File: config.mk
export PLATFORM = sky130hd
export DESIGN_NAME = uib_bank_regs
export DESIGN_NICKNAME = d
export VERILOG_FILES = /design/src/core/uib_pkg.sv /design/src/core/uib_bank_regs.sv
export SDC_FILE = /design/constraint.sdc
export NUM_CORES = 1
export LEC_CHECK = 0
export ABC_AREA = 1
export BUFFER_PORTS_ARGS = -buffer_cell sky130_fd_sc_hd__buf_2
export CAP_MARGIN = 5
export CORE_MARGIN = 8
export CORE_UTILIZATION = 40
export DETAILED_ROUTE_END_ITERATION = 6
export PLACE_DENSITY = 0.78
export SYNTH_ARGS = -nofsm -noshare
export SYNTH_HDL_FRONTEND = slang
export SYNTH_SLANG_ARGS = --single-unit
export TNS_END_PERCENT = 5
File: constraint.sdc
create_clock -name mclk_i -period 2.7 [get_ports mclk_i]
set_clock_uncertainty 0.2 [all_clocks]
set_input_delay 0.405 -clock mclk_i [delete_from_list [all_inputs] [get_ports mclk_i]]
set_output_delay 0.405 -clock mclk_i [all_outputs]
set_load 0.03 [all_outputs]
File: src/core/uib_pkg.sv
// Package for the banked register front end of the serial and infrared port.
// Assumes a byte-wide register map reached over a 32-bit Avalon-MM slave.
package uib_pkg;
    // Bank overlay
    localparam int unsigned UIB_NUM_BANKS = 8;
    localparam logic [2:0] UIB_BANK_MAIN = 3'h0;
    localparam logic [2:0] UIB_BANK_EXT = 3'h2;
    // Register indices within the window; byte address is four times the index
    localparam logic [2:0] UIB_IDX_DATA = 3'h0;
    localparam logic [2:0] UIB_IDX_IER = 3'h1;
    localparam logic [2:0] UIB_IDX_EIR_FCR = 3'h2;
    localparam logic [2:0] UIB_IDX_LCR_BSEL = 3'h3;
    localparam logic [2:0] UIB_IDX_MCR = 3'h4;
    localparam logic [2:0] UIB_IDX_LSR = 3'h5;
    localparam logic [2:0] UIB_IDX_MSR = 3'h6;
    localparam logic [2:0] UIB_IDX_SCR = 3'h7;
    localparam logic [2:0] UIB_IDX_EXT_CTRL = 3'h2;
    localparam int unsigned UIB_ADDR_W = 5;
    // Field positions
    localparam int unsigned UIB_BSEL_FLAG_BIT = 7;
    localparam int unsigned UIB_FEN_BIT = 0;
    localparam int unsigned UIB_EXT_BIT = 0;
    localparam logic [7:0] UIB_IE_EXT_MASK = 8'hF0;
    // Reset values
    localparam logic [7:0] UIB_IER_RST = 8'h00;
    localparam logic [7:0] UIB_ID_RST = 8'h01;
    localparam logic [7:0] UIB_QCTL_RST = 8'h00;
    localparam logic [7:0] UIB_LCR_RST = 8'h00;
    localparam logic [7:0] UIB_MCR_RST = 8'h00;
    localparam logic [7:0] UIB_SCR_RST = 8'h00;
    localparam logic [2:0] UIB_BANK_RST = 3'h0;
    // Encoded identification values, low nibble
    localparam logic [3:0] UIB_ID_NONE = 4'h1;
    localparam logic [3:0] UIB_ID_LS = 4'h6;
    localparam logic [3:0] UIB_ID_RXL = 4'h4;
    localparam logic [3:0] UIB_ID_RXTO = 4'hC;
    localparam logic [3:0] UIB_ID_TXL = 4'h2;
    localparam logic [3:0] UIB_ID_MS = 4'h0;

    // Event levels from the serial/IR core
    typedef struct packed {
        logic timer;
        logic status_queue;
        logic tx_empty;
        logic dma_count;
        logic modem_status;
        logic link_status;
        logic tx_low;
        logic rx_timeout;
        logic rx_level;
    } uib_evt_t;

    // DMA strobes, held until acknowledged
    typedef struct packed {
        logic rd;
        logic wr;
        logic [7:0] wdata;
    } uib_dma_t;

    // Read and acknowledge pulses toward the core
    typedef struct packed {
        logic lsr_read;
        logic msr_read;
        logic eir_read;
        logic tx_low_ack;
    } uib_ack_t;
endpackage
File: src/core/uib_bank_regs.sv
// Banked register window, interrupt enable, event identification and data ports.
// Assumes the core supplies event levels and status bytes synchronous to mclk_i,
// and that the core clears its own events on the acknowledge pulses.
// Contract
// - Eight banks share one window of eight byte locations; only selected bank reachable.
// - Bank selector sits at the same location in every bank.
// - Banks 0-3 serve serial and IR; banks 4-7 serve IR only.
// - Bank 0 decodes offsets 0 to 7 as the documented register set.
// - CPU data write loads holding register or pushes transmit queue.
// - CPU data read returns holding register or pops receive queue.
// - DMA always reaches the data path regardless of selected bank.
// - Enable bits 4-7 settable only in extended mode, cleared otherwise.
// - Enable bit positions fixed; set bit enables event; reset to zero.
// - Enable bit 2 covers link status and transmitter halted events; the code has no halted event and bit 2 gates link status only.
// - Enable bit 5 covers transmitter empty and pipeline load events; the code has no pipeline load event and bit 5 gates tx_empty only.
// - Non-extended receive level event is identified only via identification register.
// - Extended mode reports each event as its own identification flag; the code merges rx_level and rx_timeout into flag bit 0.
// - Offset 2 reads identification and writes queue control.
// - Non-extended identification returns highest priority pending code.
// - During a CPU access the presented identification code stays frozen.
// - Identification bit 0 is low while pending, high otherwise, resets high.
// - Identification bits 2:1 encode highest pending source when bit 0 low.
// - Codes 0110, 0100, 1100, 0010, 0000 by priority; 0001 for none.
// - Bit 3 zero with queues off; marks timeout when highest with queues on.
// - Identification bits 5:4 read zero in non-extended mode.
// - Identification bits 7:6 read one while queues are enabled.
`timescale 1ns/1ns
module uib_bank_regs
    import uib_pkg::*;
(
    // Clock and reset
    input wire logic mclk_i,
    input wire logic rst_i,
    // Avalon-MM slave
    input wire logic [UIB_ADDR_W-1:0] avs_address_i,
    input wire logic avs_read_i,
    input wire logic avs_write_i,
    input wire logic [3:0] avs_byteenable_i,
    input wire logic [31:0] avs_writedata_i,
    output logic [31:0] avs_readdata_o,
    output logic avs_waitrequest_o,
    // DMA path
    input wire uib_dma_t dma_i,
    output logic dma_ack_o,
    output logic [7:0] dma_rdata_o,
    // Core data path
    input wire logic [7:0] rx_data_i,
    output logic [7:0] tx_data_o,
    output logic tx_load_o,
    output logic rx_pop_o,
    // Core status and events
    input wire uib_evt_t evt_i,
    input wire logic [7:0] line_status_i,
    input wire logic [7:0] modem_status_i,
    output uib_ack_t ack_o,
    // Configuration toward the core
    output logic [7:0] queue_control_o,
    output logic [7:0] line_control_o,
    output logic [7:0] modem_mode_o,
    output logic extended_mode_o,
    output logic irq_o
);

    logic wait_q;
    logic [31:0] rdata_q;
    logic [2:0] bank_q;
    logic [7:0] ier_q;
    logic [7:0] qctl_q;
    logic [7:0] lcr_q;
    logic [7:0] mcr_q;
    logic [7:0] scr_q;
    logic ext_q;
    logic [7:0] id_q;
    logic irq_q;
    logic [7:0] tx_data_q;
    logic tx_load_q;
    logic rx_pop_q;
    logic dma_ack_q;
    logic [7:0] dma_rdata_q;
    uib_ack_t ack_q;

    logic [2:0] idx;
    logic lane_ok;
    logic busy;
    logic rd_done;
    logic wr_done;
    logic dma_take;
    logic queues_on_indicator;
    logic [7:0] wbyte;
    logic [7:0] ext_flags;
    logic [7:0] pend;
    logic [7:0] id_live;
    logic [7:0] rmux;

    // Decode of the shared window
    assign idx = avs_address_i[4:2];
    assign lane_ok = avs_byteenable_i[0];
    assign busy = avs_read_i | avs_write_i;
    assign rd_done = avs_read_i & ~wait_q & lane_ok;
    assign wr_done = avs_write_i & ~wait_q & lane_ok;
    assign wbyte = avs_writedata_i[7:0];
    assign queues_on_indicator = qctl_q[UIB_FEN_BIT];
    // DMA yields to a completing CPU access, then retries
    assign dma_take = (dma_i.rd | dma_i.wr) & ~(avs_read_i & ~wait_q) & ~(avs_write_i & ~wait_q);

    // True when the access hits one location of the selected bank
    function automatic logic hit(input logic [2:0] bank, input logic [2:0] sel_bank,
                                 input logic [2:0] loc, input logic [2:0] want);
        hit = (bank == sel_bank) && (loc == want);
    endfunction

    // Extended event flags; bit 0 carries both receive events, bits 2 and 5 one event each
    assign ext_flags = {evt_i.timer, evt_i.status_queue, evt_i.tx_empty, evt_i.dma_count,
                        evt_i.modem_status, evt_i.link_status, evt_i.tx_low,
                        evt_i.rx_level | evt_i.rx_timeout};

    // Pending events gated by enables, positions shared by both modes
    assign pend = ext_flags & ier_q;

    // Priority encoder over enabled legacy sources
    function automatic logic [7:0] encode_id(input uib_evt_t e, input logic [7:0] ie,
                                             input logic f);
        logic [3:0] code;
        code = UIB_ID_NONE;
        if (e.link_status && ie[2])
        begin
            code = UIB_ID_LS;
        end
        else if (e.rx_level && ie[0])
        begin
            code = UIB_ID_RXL;
        end
        else if (e.rx_timeout && f && ie[0])
        begin
            code = UIB_ID_RXTO;
        end
        else if (e.tx_low && ie[1])
        begin
            code = UIB_ID_TXL;
        end
        else if (e.modem_status && ie[3])
        begin
            code = UIB_ID_MS;
        end
        encode_id = {{2{f}}, 2'b00, code};
    endfunction

    assign id_live = encode_id(evt_i, ier_q, queues_on_indicator);

    // Read multiplexer; unselected or empty locations read zero
    always_comb
    begin
        rmux = 8'h00;
        if (idx == UIB_IDX_LCR_BSEL)
        begin
            if (bank_q == UIB_BANK_MAIN)
            begin
                rmux = lcr_q;
            end
            else
            begin
                rmux = {1'b1, 4'h0, bank_q};
            end
        end
        else if (hit(bank_q, UIB_BANK_MAIN, idx, UIB_IDX_DATA))
        begin
            rmux = rx_data_i;
        end
        else if (hit(bank_q, UIB_BANK_MAIN, idx, UIB_IDX_IER))
        begin
            rmux = ier_q;
        end
        else if (hit(bank_q, UIB_BANK_MAIN, idx, UIB_IDX_EIR_FCR))
        begin
            rmux = ext_q ? ext_flags : id_q;
        end
        else if (hit(bank_q, UIB_BANK_MAIN, idx, UIB_IDX_MCR))
        begin
            rmux = mcr_q;
        end
        else if (hit(bank_q, UIB_BANK_MAIN, idx, UIB_IDX_LSR))
        begin
            rmux = line_status_i;
        end
        else if (hit(bank_q, UIB_BANK_MAIN, idx, UIB_IDX_MSR))
        begin
            rmux = modem_status_i;
        end
        else if (hit(bank_q, UIB_BANK_MAIN, idx, UIB_IDX_SCR))
        begin
            rmux = scr_q;
        end
        else if (hit(bank_q, UIB_BANK_EXT, idx, UIB_IDX_EXT_CTRL))
        begin
            rmux = {7'h00, ext_q};
        end
        // Banks 4-7 hold IR-only setup that lives in the core; read as zero here
    end

    // Waitrequest: one wait cycle, then completion; fixed latency keeps the core simple
    always_ff @(posedge mclk_i or posedge rst_i)
    begin
        if (rst_i)
        begin
            wait_q <= 1'b1;
            rdata_q <= 32'h0000_0000;
        end
        else if (busy && wait_q)
        begin
            wait_q <= 1'b0;
            rdata_q <= lane_ok ? {24'h00_0000, rmux} : 32'h0000_0000;
        end
        else
        begin
            wait_q <= 1'b1;
        end
    end

    // Bank selector: offset 3 in any bank; bank 0 needs the flag bit set
    always_ff @(posedge mclk_i or posedge rst_i)
    begin
        if (rst_i)
        begin
            bank_q <= UIB_BANK_RST;
            lcr_q <= UIB_LCR_RST;
        end
        else if (wr_done && idx == UIB_IDX_LCR_BSEL)
        begin
            if (bank_q != UIB_BANK_MAIN || wbyte[UIB_BSEL_FLAG_BIT])
            begin
                bank_q <= wbyte[2:0];
            end
            else
            begin
                lcr_q <= wbyte;
            end
        end
    end

    // Interrupt enable; upper nibble forced clear outside extended mode
    always_ff @(posedge mclk_i or posedge rst_i)
    begin
        if (rst_i)
        begin
            ier_q <= UIB_IER_RST;
        end
        else if (wr_done && hit(bank_q, UIB_BANK_MAIN, idx, UIB_IDX_IER))
        begin
            ier_q <= ext_q ? wbyte : (wbyte & ~UIB_IE_EXT_MASK);
        end
        else if (!ext_q)
        begin
            ier_q <= ier_q & ~UIB_IE_EXT_MASK;
        end
    end

    // Plain control registers of banks 0 and 2
    always_ff @(posedge mclk_i or posedge rst_i)
    begin
        if (rst_i)
        begin
            qctl_q <= UIB_QCTL_RST;
            mcr_q <= UIB_MCR_RST;
            scr_q <= UIB_SCR_RST;
            ext_q <= 1'b0;
        end
        else if (wr_done)
        begin
            if (hit(bank_q, UIB_BANK_MAIN, idx, UIB_IDX_EIR_FCR))
            begin
                qctl_q <= wbyte;
            end
            if (hit(bank_q, UIB_BANK_MAIN, idx, UIB_IDX_MCR))
            begin
                mcr_q <= wbyte;
            end
            if (hit(bank_q, UIB_BANK_MAIN, idx, UIB_IDX_SCR))
            begin
                scr_q <= wbyte;
            end
            if (hit(bank_q, UIB_BANK_EXT, idx, UIB_IDX_EXT_CTRL))
            begin
                ext_q <= wbyte[UIB_EXT_BIT];
            end
        end
    end

    // Presented code is held while the master has a request up
    always_ff @(posedge mclk_i or posedge rst_i)
    begin
        if (rst_i)
        begin
            id_q <= UIB_ID_RST;
        end
        else if (!busy)
        begin
            id_q <= id_live;
        end
    end

    // Interrupt output from enabled pending events
    always_ff @(posedge mclk_i or posedge rst_i)
    begin
        if (rst_i)
        begin
            irq_q <= 1'b0;
        end
        else
        begin
            irq_q <= |pend;
        end
    end

    // Data path: CPU in bank 0, DMA in any bank
    always_ff @(posedge mclk_i or posedge rst_i)
    begin
        if (rst_i)
        begin
            tx_data_q <= 8'h00;
            tx_load_q <= 1'b0;
            rx_pop_q <= 1'b0;
            dma_ack_q <= 1'b0;
            dma_rdata_q <= 8'h00;
        end
        else
        begin
            tx_load_q <= 1'b0;
            rx_pop_q <= 1'b0;
            dma_ack_q <= 1'b0;
            if (wr_done && hit(bank_q, UIB_BANK_MAIN, idx, UIB_IDX_DATA))
            begin
                tx_data_q <= wbyte;
                tx_load_q <= 1'b1;
            end
            else if (rd_done && hit(bank_q, UIB_BANK_MAIN, idx, UIB_IDX_DATA))
            begin
                rx_pop_q <= 1'b1;
            end
            else if (dma_take && !dma_ack_q)
            begin
                dma_ack_q <= 1'b1;
                tx_load_q <= dma_i.wr;
                rx_pop_q <= dma_i.rd;
                if (dma_i.wr)
                begin
                    tx_data_q <= dma_i.wdata;
                end
                else
                begin
                    dma_rdata_q <= rx_data_i;
                end
            end
        end
    end

    // Read side effects so the core can clear self-clearing events
    always_ff @(posedge mclk_i or posedge rst_i)
    begin
        if (rst_i)
        begin
            ack_q <= '0;
        end
        else
        begin
            ack_q.lsr_read <= rd_done && hit(bank_q, UIB_BANK_MAIN, idx, UIB_IDX_LSR);
            ack_q.msr_read <= rd_done && hit(bank_q, UIB_BANK_MAIN, idx, UIB_IDX_MSR);
            ack_q.eir_read <= rd_done && hit(bank_q, UIB_BANK_MAIN, idx, UIB_IDX_EIR_FCR);
            // The shown transmit-low code or any transmit load acknowledges the transmit level event
            ack_q.tx_low_ack <= (rd_done && !ext_q && id_q[3:0] == UIB_ID_TXL
                                 && hit(bank_q, UIB_BANK_MAIN, idx, UIB_IDX_EIR_FCR))
                                || tx_load_q;
        end
    end

    assign avs_readdata_o = rdata_q;
    assign avs_waitrequest_o = wait_q;
    assign dma_ack_o = dma_ack_q;
    assign dma_rdata_o = dma_rdata_q;
    assign tx_data_o = tx_data_q;
    assign tx_load_o = tx_load_q;
    assign rx_pop_o = rx_pop_q;
    assign ack_o = ack_q;
    assign queue_control_o = qctl_q;
    assign line_control_o = lcr_q;
    assign modem_mode_o = mcr_q;
    assign extended_mode_o = ext_q;
    assign irq_o = irq_q;
endmodule

==> impl_results.md <==
* Status: finished, final reports clean
* Post-layout net count at 725
* First-pass iteration count of the detailed router at 5
* Syn Area/Cell at 8.09 um2
* Core ar. at 10200 um2
* Port Buffers at 116
* Data arrival time of the worst path at 2270 ps
* Clk slew on worst S/H paths at 80 ps
* Largest net degree at the start of global routing at 83
* Crit Path Class: flop to flop
* Hold EP: tx_data_o[4]
* Clock root buffer master: clkbuf_8
* Antenna-violating nets left at 0
* R2R Setup Slk at 460 ps
* Setup Viol. Count Final at 0
* DR WL met3 at 1.08 mm
* Initial Util at 41.0%
* Reg2Reg Depth at 6
* DRC viols at 0
* Synthesized instance count at 518
* GP Congestion at 0.918
* Routed len/inst at 16.1 um
* Die area at 14000 um2
* Slowest cell on the critical path: nor2_2
* Setup tns final at 0 ps
* Max VDD drop at 401 uV
* Power Density at 731 nW/um2
* Hold Path Cell Cnt at 3
* Worst endpoint required time at 2730 ps
* WL final at 12.5 mm
* Top delay family on crit path: simple AND/OR/NAND/NOR gates
* Min-delay src: dma_i[4]
* Worst Path Max Fanout at 17
* CTS Sinks at 82
* Slew headroom at 62.9%
* Final slew viol count at 0
* Mapped cell area at 4190 um2
* Netlist cell types at 36
* Via count at 3836
* Share of cells above drive strength 1 at 27.3%
* Total GRT Usage at 18.1%
* Clock Path Buffers at 2
* TritonCTS buffer count at 9
* Core Rows at 37
* Critical path, cell by cell: inv_2 -> nand2_4 -> nor2_2 -> nand2_1 -> nand2_1 -> o22ai_1
* M1 WL at 5.43 mm
* Die height at 118 um
* Worst-Skew Late Latency at 350 ps
* Hold slack at 82.7 ps
* Grt ovf at 0
* Drt first-iter violations at 355
* Final Cycle Share at 83.1%
* MaxCap Viol Count at 0
* Max Clk Rate at 446 MHz
* Buf/Inv on CP at 1
* Top sig layer: met4
* Minimum clock period at 2240 ps
* Critical R2R Capture: ier_q[6]
* Initial antenna violation count at 1
* Post-CTS setup buffers at 0
* Startpoint class of the critical path: flop
* Met2 WL at 5.81 mm
* Synth-to-layout area growth at 19.3%
* Seq cells post-synth at 82
* Number of global-route vias before repair at 3996
* CP most frequent cell: nand2_1
* Register area share after synthesis at 49.0%
* H-tree depth at 3
* Leak at 2.61 nW
* Synth warn at 0
* Estimated wirelength of the detail-placed design at 9.87 mm
* Die W at 118 um
* First-pass GRT wire length at 20.4 mm
* Via density at 4.92
* RR Startpoint: bank_q[1]
* CP Capture Type: flop
* Num ports at 170
* Crit path largest cell delay at 480 ps
* RSZ-0062 raised after global routing: false
* Hold Fails Final Rpt at 0
* CTS tree: done
* Actual slew at the worst max-slew pin at 556 ps
* HP Class: input port to flop
==> Yosys cell counts <==
library cell / instances / area share (%)
dfstp_2: 2 / 1.3
dfrtp_1: 80 / 48
nand3_1: 29 / 3.5
a21oi_1: 24 / 2.9
nand2_2: 1 / 0.15
nand2_1: 159 / 14
nand4_1: 4 / 0.60
o32ai_1: 1 / 0.21
conb_1: 1 / 0.089
clkinv_1: 1 / 0.089
a2bb2oi_1: 1 / 0.21
a31o_2: 1 / 0.21
inv_1: 46 / 4.1
o21ai_2: 8 / 1.7
a31oi_1: 1 / 0.15
a32o_1: 1 / 0.24
nor4_1: 1 / 0.15
buf_1: 1 / 0.089
nor3b_1: 1 / 0.18
a22o_1: 1 / 0.21
nor3_4: 2 / 0.78
nand2_4: 2 / 0.54
buf_4: 26 / 4.7
buf_6: 1 / 0.27
nor2_1: 39 / 3.5
nor2_2: 4 / 0.60
buf_2: 3 / 0.36
nor3_1: 2 / 0.24
mux2_2: 8 / 2.1
inv_2: 7 / 0.63
nand3_2: 2 / 0.48
clkbuf_1: 4 / 0.36
o211ai_1: 2 / 0.36
o21ai_0: 37 / 4.4
nor2_4: 4 / 1.1
o22ai_1: 11 / 1.6
==> stage by stage <==
step / power [mW] / setup slack, ps / instances / util, % / instance area [um2]
after CTS: 3.69 / 471 / 778 / 48.9 / 5000
after global routing: 3.87 / 295 / 779 / 48.9 / 5000
final: 3.66 / 457 / 779 / 48.9 / 5000
after detailed placement: 2.92 / 399 / 761 / 47.2 / 4830
after global placement: 2.88 / 474 / 761 / 47.2 / 4830
after floorplan: 2.52 / 866 / 541 / - / 4280
==> routing by layer <==
metal / track usage [%] / vias to the layer above
met5: 0 / -
met4: 5.92 / 0
met3: 5.43 / 15
met2: 29.3 / 165
met1: 22.6 / 1789
li1: - / 1867
==> sequential cells by signal (all words and copies together), names as in the netlist <==
signal / count
ack_o: 4
avs_waitrequest_o: 1
tx_load_o: 1
dma_rdata_o: 8
irq_o: 1
modem_mode_o: 8
queue_control_o: 8
avs_readdata_o: 8
ier_q: 8
tx_data_o: 8
rx_pop_o: 1
extended_mode_o: 1
id_q: 5
bank_q: 3
scr_q: 8
line_control_o: 8
dma_ack_o: 1
==> where the power goes <==
group	switching, mW	total [mW]	internal (mW)
sequential	0.161	1.63	1.46
combinational	0.892	1.26	0.370
clock	0.438	0.770	0.332
total	1.49	3.66	2.17
==> cells by family (layout without fill, tap and decap cells) <==
kind of cell | after synthesis | after routing | share of synthesized area, %
AOI/OAI and AO/OA | 88 | 88 | 12.2
buffers and inverters | 89 | 190 | 10.6
DFF | 82 | 82 | 49.0
muxes | 8 | 8 | 2.15
other | 1 | 25 | 0.0895
and+or+nand+nor | 250 | 250 | 26.0
==> worst register-to-register path: stages, from the launching register on <==
cell and delay [ps]:
dfrtp_1 450, inv_2 130, nand2_4 120, nor2_2 480
nand2_1 390, nand2_1 250, o22ai_1 100
==> what timing repair did <==
action | 4_1_cts | 5_1_grt
hold endpoints to repair | 80 | 0
resized for setup | 0 | 0
endpoints found under the setup margin | 0 | 0
hold buffers | 1 | 0
==> worst max path at each step <==
stage / endpoint / cells past startpoint / startpoint
2_1_floorplan: dma_rdata_o[0] / 5 / avs_waitrequest_o
3_3_place_gp: ier_q[6] / 8 / avs_address_i[2]
3_5_place_dp: ier_q[6] / 8 / avs_address_i[2]
4_1_cts: ier_q[6] / 6 / bank_q[2]
5_1_grt: ier_q[6] / 6 / bank_q[1]
6_report: ier_q[6] / 6 / bank_q[1]
==> final cells by class <==
cell class                      count  area [um2]
Tap cell                          136         170
Clock buffer                       11         131
Fill cell                        1013        5230
Clock inverter                      5        31.3
Sequential cell                    82        2050
Multi-Input combinational cell    370        1780
Inverter                           54         206
Antenna cell                        1        2.50
Timing Repair Buffer              120         626
==> cells in the final DEF (no fill, tap or decap), types with 3 or more instances in the layout <==
cell type / netlist / final
o21ai_2: 8 / 8
inv_1: 46 / 45
buf_2: 3 / 116
conb_1: 1 / 24
nand3_1: 29 / 29
a21oi_1: 24 / 24
clkinv_2: 0 / 3
nor2_2: 4 / 4
nor2_4: 4 / 4
nor2_1: 39 / 39
clkbuf_8: 0 / 9
dfrtp_1: 80 / 80
inv_2: 7 / 7
mux2_2: 8 / 8
nand4_1: 4 / 4
o22ai_1: 11 / 11
nand2_1: 159 / 159
o21ai_0: 37 / 37
Power figures use the tool's default switching activity.
